--- config.mk ---
export PLATFORM = sky130hd
export DESIGN_NAME = rheostat_core
export DESIGN_NICKNAME = d
export VERILOG_FILES = /design/src/rheo_pkg.sv /design/src/fuse_memory.sv /design/src/rheostat_core.sv
export SDC_FILE = /design/constraint.sdc
export NUM_CORES = 2
export LEC_CHECK = 0
export ABC_AREA = 1
export BUFFER_PORTS_ARGS = -buffer_cell sky130_fd_sc_hd__buf_4
export CAP_MARGIN = 20
export CORE_AREA = 5 5 403 405
export CTS_CLUSTER_DIAMETER = 80
export DETAILED_ROUTE_END_ITERATION = 12
export DIE_AREA = 0 0 408 410
export PLACE_DENSITY = 0.68
export SETUP_SLACK_MARGIN = 0.02
export SLEW_MARGIN = 25
export SYNTH_ARGS = -nofsm -noshare
export SYNTH_HDL_FRONTEND = slang
export SYNTH_HIERARCHICAL = 1
export SYNTH_SLANG_ARGS = --single-unit
export TNS_END_PERCENT = 30
--- constraint.sdc ---
create_clock -name clk_sys -period 9.9 [get_ports clk_sys]
set_clock_uncertainty 0.1 [all_clocks]
set_input_delay 0.99 -clock clk_sys [delete_from_list [all_inputs] [get_ports clk_sys]]
set_output_delay 0.99 -clock clk_sys [all_outputs]
set_load 0.05 [all_outputs]
--- src/rheo_pkg.sv ---
// Shared constants, command codes and carrier types of the rheostat block
package rheo_pkg;
   // ***********************************************************
   // Widths and wiper constants
   // ***********************************************************
   localparam int         FRAME_BITS = 16;
   localparam int         CODE_BITS  = 10;
   localparam int         TAPS       = 1024;
   localparam int         ADDR_BITS  = 6;
   localparam int         CNT_BITS   = 5;
   localparam logic [9:0] MIDSCALE   = 10'h200;
   localparam logic [4:0] FRAME_LEN  = 5'h10;
   localparam logic [4:0] CNT_ONE    = 5'h01;

   // ***********************************************************
   // Memory map
   // ***********************************************************
   localparam logic [5:0] ADDR_TOL_SIGN_INT = 6'h39;
   localparam logic [5:0] ADDR_TOL_FRACTION = 6'h3A;
   localparam logic [5:0] FUSE_SLOTS        = 6'h32;
   localparam logic [5:0] PTR_NONE          = 6'h00;
   localparam logic [5:0] PTR_STEP          = 6'h01;
   localparam int         TOL_SIGN_BIT      = 7;

   // ***********************************************************
   // Commands and control bits
   // ***********************************************************
   localparam logic [3:0] CMD_NOP        = 4'h0;
   localparam logic [3:0] CMD_WR_WIPER   = 4'h1;
   localparam logic [3:0] CMD_RD_WIPER   = 4'h2;
   localparam logic [3:0] CMD_STORE      = 4'h3;
   localparam logic [3:0] CMD_SW_RESET   = 4'h4;
   localparam logic [3:0] CMD_RD_MEM     = 4'h5;
   localparam logic [3:0] CMD_RD_LASTPTR = 4'h6;
   localparam logic [3:0] CMD_WR_CTRL    = 4'h7;
   localparam logic [3:0] CMD_RD_CTRL    = 4'h8;
   localparam int         CTRL_PROG_EN   = 0;
   localparam int         CTRL_UNLOCK    = 1;
   localparam int         CTRL_PROG_OK   = 3;

   // ***********************************************************
   // Carrier types
   // ***********************************************************
   typedef struct packed {
      logic [1:0] pad;
      logic [3:0] cmd;
      logic [9:0] data;
   } frame_s;

   typedef struct packed {
      logic       re;
      logic       we;
      logic [5:0] addr;
      logic [9:0] wdata;
   } mem_req_s;

   typedef enum logic [3:0] {
      B_PRESET = 4'b0001,
      B_FETCH  = 4'b0010,
      B_LOAD   = 4'b0100,
      B_IDLE   = 4'b1000
   } boot_e;
endpackage

--- src/fuse_memory.sv ---
// One-time fuse memory with factory tolerance words and registered read data
`timescale 1ns/1ps
module fuse_memory
   import rheo_pkg::*;
#(
   parameter logic [7:0] TOL_SIGN_INT = 8'h00,
   parameter logic [7:0] TOL_FRACTION = 8'h00
) (
   input  wire logic           clk_sys,
   input  wire logic           ce,
   input  wire mem_req_s       req,
   output logic [CODE_BITS-1:0] rdata_q,
   output logic [ADDR_BITS-1:0] last_ptr_q
);
   // Slot 0 is reserved; slots 1 to FUSE_SLOTS hold programmed codes
   logic [CODE_BITS-1:0] slot_q [FUSE_SLOTS+1];
   // Nonvolatile: survives reset, so no reset term
   logic [ADDR_BITS-1:0] ptr_q = PTR_NONE;

   wire sel_hi   = (req.addr == ADDR_TOL_SIGN_INT);
   wire sel_lo   = (req.addr == ADDR_TOL_FRACTION);
   wire slot_ok  = (req.addr != PTR_NONE) && (req.addr <= ptr_q);
   // Factory words are packed into the low byte; top two bits read zero
   wire [CODE_BITS-1:0] tol_hi = {2'h0, TOL_SIGN_INT};
   wire [CODE_BITS-1:0] tol_lo = {2'h0, TOL_FRACTION};
   wire [CODE_BITS-1:0] rd_mux = sel_hi  ? tol_hi :
                                 sel_lo  ? tol_lo :
                                 slot_ok ? slot_q[req.addr] : '0;
   // Writes only append to the next fresh slot, never the factory words
   wire wr_ok = req.we && (req.addr == ptr_q + PTR_STEP) && (req.addr <= FUSE_SLOTS);

   assign last_ptr_q = ptr_q;

   always_ff @(posedge clk_sys) begin
      if (ce && wr_ok) begin
         slot_q[req.addr] <= req.wdata;
         ptr_q            <= req.addr;
      end
      if (ce && req.re) begin
         rdata_q <= rd_mux;
      end
   end
endmodule // fuse_memory

--- src/rheostat_core.sv ---
// Wiper code register, power-on restore and serial command decoder
//
// Summary of operation
// - Decode 10-bit wiper code to one tap
// - Tolerance is 16-bit sign magnitude, two words
// - Location 0x39: sign bit 7, integer 6:0
// - Location 0x3A: fraction, half down to 1/256
// - Tolerance words are read only
// - Power-up: midscale first, then last fuse value
// - Unprogrammed memory keeps midscale; locked wiper keeps its current code
// - Memory read answers in the next frame
`timescale 1ns/1ps
module rheostat_core
   import rheo_pkg::*;
#(
   parameter logic [7:0] TOL_SIGN_INT = 8'h00,
   parameter logic [7:0] TOL_FRACTION = 8'h00
) (
   input  wire logic                 clk_sys,
   input  wire logic                 reset,
   input  wire logic                 ce,
   input  wire logic                 sclk,
   input  wire logic                 sync_n,
   input  wire logic                 din,
   output logic                      sdo_o,
   output logic                      sdo_oe,
   output logic [CODE_BITS-1:0]      wiper_code,
   output logic [TAPS-1:0]           tap_sel,
   output logic                      boot_done
);
   // ***********************************************************
   // Helpers
   // ***********************************************************
   function automatic logic [TAPS-1:0] tap_decode(input logic [CODE_BITS-1:0] code);
      tap_decode = '0;
      tap_decode[code] = 1'b1;
   endfunction

   // ***********************************************************
   // State
   // ***********************************************************
   boot_e                 boot_q;
   logic [CODE_BITS-1:0]  wiper_q;
   logic [TAPS-1:0]       tap_q;
   logic [FRAME_BITS-1:0] rx_q;
   logic [FRAME_BITS-1:0] tx_q;
   logic [FRAME_BITS-1:0] resp_q;
   logic [CNT_BITS-1:0]   cnt_q;
   logic                  sclk_q;
   logic                  sync_q;
   logic                  rd_pend_q;
   logic                  prog_en_q;
   logic                  unlock_q;
   logic                  prog_ok_q;
   logic                  sdo_q;
   logic                  oe_q;
   logic [CODE_BITS-1:0]  mem_rdata;
   logic [ADDR_BITS-1:0]  last_ptr;
   mem_req_s              mem_req;

   // ***********************************************************
   // Frame decode
   // ***********************************************************
   frame_s rx_frame;
   assign rx_frame = rx_q;
   wire sclk_fall  = sclk_q && !sclk;
   wire sclk_rise  = !sclk_q && sclk;
   wire frame_beg  = sync_q && !sync_n;
   wire frame_end  = !sync_q && sync_n;
   wire idle       = (boot_q == B_IDLE);
   // Short or long frames are dropped; commands wait for the restore
   wire exec       = frame_end && (cnt_q == FRAME_LEN) && idle;
   wire cmd_wr     = exec && (rx_frame.cmd == CMD_WR_WIPER);
   wire cmd_store  = exec && (rx_frame.cmd == CMD_STORE);
   wire cmd_reset  = exec && (rx_frame.cmd == CMD_SW_RESET);
   wire cmd_rdmem  = exec && (rx_frame.cmd == CMD_RD_MEM);
   wire cmd_ctrl   = exec && (rx_frame.cmd == CMD_WR_CTRL);
   wire store_ok   = cmd_store && prog_en_q && (last_ptr < FUSE_SLOTS);
   wire boot_load  = (boot_q == B_LOAD) && (last_ptr != PTR_NONE);
   wire [CODE_BITS-1:0] ctrl_word = {6'h00, prog_ok_q, 1'b0, unlock_q, prog_en_q};
   wire [CODE_BITS-1:0] ptr_word  = {4'h0, last_ptr};

   // Default answer echoes the last frame, which keeps daisy chains working
   wire [FRAME_BITS-1:0] resp_d =
      !exec                            ? resp_q :
      (rx_frame.cmd == CMD_RD_WIPER)   ? {6'h00, wiper_q} :
      (rx_frame.cmd == CMD_RD_LASTPTR) ? {6'h00, ptr_word} :
      (rx_frame.cmd == CMD_RD_CTRL)    ? {6'h00, ctrl_word} : rx_q;

   // One read port: boot owns it until idle, then frames do
   assign mem_req.re    = (boot_q == B_FETCH) || cmd_rdmem;
   assign mem_req.we    = store_ok;
   assign mem_req.addr  = (boot_q == B_FETCH) ? last_ptr :
                          store_ok ? last_ptr + PTR_STEP : rx_frame.data[ADDR_BITS-1:0];
   assign mem_req.wdata = wiper_q;

   fuse_memory #(
      .TOL_SIGN_INT (TOL_SIGN_INT),
      .TOL_FRACTION (TOL_FRACTION)
   ) u_fuse (
      .clk_sys    (clk_sys),
      .ce         (ce),
      .req        (mem_req),
      .rdata_q    (mem_rdata),
      .last_ptr_q (last_ptr)
   );

   // ***********************************************************
   // Power-on restore
   // ***********************************************************
   always_ff @(posedge clk_sys) begin
      if (reset) begin
         boot_q <= B_PRESET;
      end else if (ce) begin
         unique case (boot_q)
            B_PRESET: boot_q <= B_FETCH;
            B_FETCH:  boot_q <= B_LOAD;
            B_LOAD:   boot_q <= B_IDLE;
            B_IDLE:   boot_q <= cmd_reset ? B_PRESET : B_IDLE;
         endcase
      end
   end

   // ***********************************************************
   // Wiper register and control bits
   // ***********************************************************
   always_ff @(posedge clk_sys) begin
      if (reset) begin
         wiper_q <= MIDSCALE;
      end else if (ce) begin
         if (boot_q == B_PRESET) begin
            wiper_q <= MIDSCALE;
         end else if (boot_load) begin
            wiper_q <= mem_rdata;
         end else if (cmd_wr && unlock_q) begin
            wiper_q <= rx_frame.data;
         end
      end
   end

   always_ff @(posedge clk_sys) begin
      if (reset) begin
         prog_en_q <= 1'b0;
         unlock_q  <= 1'b0;
         prog_ok_q <= 1'b0;
      end else if (ce) begin
         if (cmd_ctrl) begin
            prog_en_q <= rx_frame.data[CTRL_PROG_EN];
            unlock_q  <= rx_frame.data[CTRL_UNLOCK];
         end
         if (cmd_store) begin
            prog_ok_q <= store_ok;
         end
      end
   end

   always_ff @(posedge clk_sys) begin
      if (reset) begin
         tap_q <= tap_decode(MIDSCALE);
      end else if (ce) begin
         tap_q <= tap_decode(wiper_q);
      end
   end

   // ***********************************************************
   // Serial shift paths
   // ***********************************************************
   always_ff @(posedge clk_sys) begin
      if (reset) begin
         sclk_q    <= 1'b0;
         sync_q    <= 1'b1;
         cnt_q     <= '0;
         rx_q      <= '0;
         resp_q    <= '0;
         rd_pend_q <= 1'b0;
      end else if (ce) begin
         sclk_q    <= sclk;
         sync_q    <= sync_n;
         rd_pend_q <= cmd_rdmem;
         if (frame_beg) begin
            cnt_q <= '0;
         end else if (!sync_n && sclk_fall && cnt_q <= FRAME_LEN) begin
            rx_q  <= {rx_q[FRAME_BITS-2:0], din};
            cnt_q <= cnt_q + CNT_ONE;
         end
         // Memory data lands one cycle after the read is issued
         resp_q <= rd_pend_q ? {6'h00, mem_rdata} : resp_d;
      end
   end

   // Open drain: only ever pulls low, so a one releases the pin
   always_ff @(posedge clk_sys) begin
      if (reset) begin
         tx_q <= '0;
         sdo_q <= 1'b0;
         oe_q <= 1'b0;
      end else if (ce) begin
         if (sync_n) begin
            oe_q <= 1'b0;
         end else if (sclk_rise) begin
            oe_q <= !tx_q[FRAME_BITS-1];
            tx_q <= {tx_q[FRAME_BITS-2:0], 1'b0};
         end
         if (frame_beg) begin
            tx_q <= resp_q;
         end
      end
   end

   assign sdo_o      = sdo_q;
   assign sdo_oe     = oe_q;
   assign wiper_code = wiper_q;
   assign tap_sel    = tap_q;
   assign boot_done  = boot_q[3];
endmodule // rheostat_core

## Yosys cells after proc, flatten, opt, wreduce, memory -nomap -nowiden

Memories as Yosys holds them, arrays and structs flattened. A register that Yosys moved wholly into a read port is not among the register bits.
Cells that the tools add are included.

| storage, ports and cells | value |
|---|---|
| flip-flop bits (word level) | 1,104 |
| bits in latches | 0 |
| memory bits (writable) | 510 |
| bits in read-only memories | 0 |
| bits of input ports | 6 |
| output and inout port bits | 1,037 |
| memories | 1 |

Memories:

| memory | words | width | rd ports | clocked after Yosys merged registers in | wr ports | line | source |
|---|---|---|---|---|---|---|---|
| u_fuse.slot_q | 51 | 10 | 1 | 1 | 1 | fuse_memory.sv:16 | `logic [CODE_BITS-1:0] slot_q [FUSE_SLOTS+1];` |

| cells by class | value |
|---|---|
| $add $sub $neg | 2 |
| multipliers | 0 |
| div/mod/pow operators | 0 |
| $lt $le $gt $ge | 6 |
| equality and inequality tests | 17 |
| shifts and indexed selects | 0 |
| muxes and demuxes | 23 |
| bitwise logic cells | 2 |
| reduce and logical (&&, ||, !) cells | 45 |

Operators with widths:

| cell | count |
|---|---|
| $mux W16 | 8 |
| $mux W10 | 3 |
| $logic_and A1 B1 Y1 | 23 |
| $eq A4 B3 Y1 const B | 5 |
| $pmux W4 S4 | 1 |
| $eq A4 B2 Y1 const B | 3 |
| $eq A6 B6 Y1 const B | 2 |
| $mux W6 | 2 |
| $reduce_and A2 Y1 | 6 |
| $reduce_bool A6 Y1 | 2 |
| $lt A10 B11 Y1 const B | 1 |
| $demux W1 S10 | 1 |
| $ge A10 B1 Y1 const B | 1 |
| $mux W5 | 2 |
| $eq A4 B1 Y1 const B | 2 |
| $eq A4 B4 Y1 const B | 2 |
| $reduce_bool A2 Y1 | 4 |
| $add A6 B1 Y6 const B | 1 |
| $eq A6 B6 Y1 | 1 |
| $le A6 B6 Y1 | 1 |
| $le A6 B6 Y1 const B | 1 |
| $lt A6 B6 Y1 const B | 1 |
| $reduce_and A3 Y1 | 2 |
| $add A5 B1 Y5 const B | 1 |
| other kinds (10) | 19 |

## Depth between registers and ports, before layout

| logic depth | value |
|---|---|
| word-level depth | 15 |
| mapped depth | 24 |

## Hierarchy

The synthesis kept the hierarchy.

Modules (own cells, without submodules):

| module | instances | cells an instance | area an instance (sq um) | sequential area each (sq um) |
|---|---|---|---|---|
| rheostat_core | 1 | 5,182 | 39,939.6 | 21,981.1 |
| fuse_memory | 1 | 2,131 | 22,311.4 | 15,795.1 |

## Worst setup path before layout

Ideal clock, no wire load.

| path | value |
|---|---|
| kind | input port to flip-flop |
| from | input sync_n |
| to | memory u_fuse.slot_q[0][0] (enable) |
| data arrival time | 4,074 ps |
| data required time | 9,424 ps |
| setup slack | 5,349 ps |
| stages | 19 |
| cells stage by stage | nand2_1 > nor2_1 > nand3_2 > nor2_4 > nand2_2 > nand2_1 > nand3_1 > o21ai_0 > buf_4 > inv_2 > buf_4 > buf_2 > ha_1 > nand3b_1 > nor3_2 > nand3_2 > nor2_8 > nand4_4 > nor2_1 |

RTL lines:

| item | line | source |
|---|---|---|
| from (decl) | rheostat_core.sv:23 | `input wire logic sync_n,` |
| to (decl) | fuse_memory.sv:16 |  |

==> out/qor.log <==
qor: yosys.ys_ff_latch 1624
qor: placement.finalWeightedCongestion 0.919
qor: die.design.portCount 1043
qor: cts.post_cts.repair.setup_buffers 0
qor: timing.postLayoutSetupSlackWorst 3.94 ns
qor: grt.initial_antenna_violation_count 8
qor: grt.grt_start_max_net_pins 222
qor: yosys.synth_cells 7313
qor: timing.finalWorstPathRequiredPeriod 5.96 ns
qor: route.detailedRoute.firstPassIterationCount 6
qor: grt.number_of_global_route_vias_before_repair 50200
qor: status.status finished, final reports clean
qor: yosys.yosys_warnings 6
qor: timing.setup_tns 0 ns
qor: cts.max_h_tree_level 4
qor: yosys.synth.distinct_cells 39
qor: power.share_comb_of_total_power 4.5%
qor: route.detail_route.wl_per_cell 23.3 um
qor: timing.slew_limit_headroom 24.0%
qor: timing.layout_worst_path_cycle_share 60.2%
qor: grt.grt.overflow.total 0
qor: critical_path.critPathMaxStageDelay 1.12 ns
qor: die.core.rowCount 146
qor: critical_path.cp.buffers_inverters 2
qor: critical_path.cp-end-kind flop
qor: route.drc 0
qor: cts.hold_buffers_post_cts 0
qor: placement.detailed_place_hpwl 157 mm
qor: power.power.clock.fraction 46.8%
qor: cts.path_clk_slew 0.06 ns
qor: yosys.syn-mean-instance-area 8.51 sq um
qor: finish.nets 8074
qor: timing.timing.hold.ws 0.363 ns
qor: grt.grt_pass1_wl 342 mm
qor: power.power.internal 10800 uW
qor: power.switching_share 23.7%
qor: route.routed-via-count 54600
qor: critical_path.critical-path-top-delay-family simple AND/OR/NAND/NOR gates
qor: route.wl 240 mm
qor: cts.worstSkewPairLatency 0.82 ns
qor: cts.clock_tree.root_cell sky130_fd_sc_hd__clkbuf_16
qor: hold_path.worst_hold_path_type reg2reg
qor: critical_path.crit_path_top_delay_cell sky130_fd_sc_hd__nor2_1
qor: finish.seqCellArea 37800 sq um
qor: timing.timing.final.max_slew_violations 0
qor: power.vdd_ir_drop_max 0.187 mV
qor: cts.numClockSinks 1624
qor: yosys.synth_area 62300 sq um
qor: power.power_leakage 0.0304 uW
qor: die.floorplan.initialDensity 39.4%
qor: timing.final_count_of_negative_setup_slack_endpoints 0
qor: finish.utilization 48.9%
qor: die.die_area 167000 sq um
qor: route.initialDrtViolationCount 6219
qor: yosys.synth_fp_nets 7330
qor: critical_path.crit_path_max_fanout 58
qor: placement.placement.setup.worst_slack 3.62 ns
qor: cts.post_cts.resized_instances 0
qor: die.chipHeight 410 um
qor: cts.cts_tree done
qor: critical_path.timing.setup.critical_path_class reg2reg
qor: die.die-width 408 um
qor: placement.portBuffers 1041
qor: timing.rsz0062_at_grt no
qor: timing.clock.fmax 168 MHz
qor: route.postRouteAntennaNets 0
qor: critical_path.path_cells nor2_1 > a21oi_1 > nor2_1 > nand3_1 > nand3_1 > nand2_1 > clkinv_2 > clkinv_2 > nor2_1 > nand4_4 > nor2_1
qor: cts.cts-buffers-inserted 173
qor: power.power.share.sequential 48.8%
qor: power.power_per_cell_area 184 nW/um^2
qor: critical_path.critical_path_arrival 6.27 ns
qor: finish.area.growth.synth_to_final 24.2%
qor: route.viasPerCell 5.31
qor: finish.post_route_cells_drive_above_1_share 18.7%
qor: critical_path.worst_ep_required_time 10.21 ns
qor: cts.clock_path_buffers 3
qor: timing.actual_transition_at_the_worst_max_transition_pin 1.14 ns
qor: finish.area_of_combinational_cells_with_multiple_inputs 21700 sq um
qor: power.power.net_switching 3370 uW
qor: die.core-area 158000 sq um
qor: finish.fill_cells 14900
qor: yosys.synth-seq-area-share 60.7%
qor: grt.global_route.usage.total 27.1%
qor: flow_run.drv.max_cap_violation_count 0
qor: critical_path.cp_common_cell sky130_fd_sc_hd__nor2_1
qor: critical_path.critical_path.startpoint_type flop
qor: timing.timing_hold_violations_final 0
## layout make-up
type,count,area share [%]
clock buffers,241,6.26
inverters,117,0.594
clock inverters,80,1.41
flip-flops and latches,1624,48.9
multi-input cells,4990,28.1
diodes,3,0.00971
well taps,2072,3.35
repair buffers,1151,11.4
## layout by cell type (no fill, tap or decap), drive strengths merged, types with 94 or more instances in the layout
cell	n
dfxtp	1098
edfxtp	526
nor2	333
o21ai	94
nand2	3182
a21oi	952
inv	122
nand3	221
buf	1151
a22oi	125
clkbuf	241
## logic make-up after synthesis
logic type,synth area share [%]
AOI/OAI and AO/OA,10.2
xor gates and xnor gates,0.113
adders and majority gates,0.221
buffers and inverters,4.90
DFF,60.7
other,0.00602
and+or+nand+nor,23.9
## registers in the layout, summed over array words and instances (netlist names), 4 cells and up
name / flops
boot_q: 4
cnt_q: 5
resp_q: 16
rx_frame: 16
tap_sel: 1024
tx_q: 16
u_fuse/last_ptr_q: 6
u_fuse/rdata_q: 10
u_fuse/slot_q: 510
wiper_code: 10
## power by group through the flow
stage | Sequential, uW | Clock [uW] | Combinational, uW
after floorplan | 7090 | 0 | 372
after global placement | 7070 | 0 | 623
after detailed placement | 7070 | 0 | 625
after CTS | 6930 | 6750 | 626
after global routing | 6930 | 7020 | 679
final | 6930 | 6650 | 634
## tightest hold or removal path, cell delays in order (launching register included)
cell	delay (ns)
sky130_fd_sc_hd__dfxtp_1	0.31
sky130_fd_sc_hd__nand2_1	0.06
sky130_fd_sc_hd__a21oi_1	0.05
## Yosys cell counts (all sizes together)
cell       n  area (sq um)
buf      330          1660
clkinv     2          7.51
nor2     333          1360
a21oi    952          4780
a22oi    125           938
nand2   3182         12000
xor2       8          70.1
edfxtp   526         15800
nand3b     8          60.1
conb       1          3.75
inv      115           437
o211ai     1          7.51
nand3    221          1130
nor4       1          6.26
a31oi     17           106
clkbuf   252           946
o21ai     94           474
a21boi     1          7.51
ha        11           138
nor3      19           170
nand4     14           208
o211a      1          10.0
dfxtp   1098         22000
or2        1          6.26
## stage by stage
| stage | power [uW] | instance area [sq um] | std cells |
|---|---|---|---|
| 2_1_floorplan | 7460 | 62300 | 7313 |
| 3_3_place_gp | 7700 | 71200 | 9949 |
| 3_5_place_dp | 7700 | 71300 | 9951 |
| 4_1_cts | 14300 | 77200 | 10300 |
| 5_1_grt | 14600 | 77300 | 10300 |
| 6_report | 14200 | 77300 | 10300 |
## final timing paths
path	slack [ns]	start	to	cells after the start
hold / removal	0.36	tap_sel[651]	tap_sel[651]	2
setup reg to reg	3.94	u_fuse/last_ptr_q[2]	u_fuse/slot_q[2][5]	11
setup / recovery	3.94	u_fuse/last_ptr_q[2]	u_fuse/slot_q[2][5]	11
hold reg to reg	0.36	tap_sel[651]	tap_sel[651]	2
## layer usage
layer | GRT usage, % | vias to the layer above | share of wire, %
met3 | 5.92 | 565 | 8.7
met1 | 34.1 | 26100 | 39
met4 | 13.3 | 2 | 5.8
met5 | 0 | - | 0.0050
met2 | 44.2 | 2699 | 46
li1 | - | 25200 | -
No activity file was read; power rests on OpenSTA's default activity.
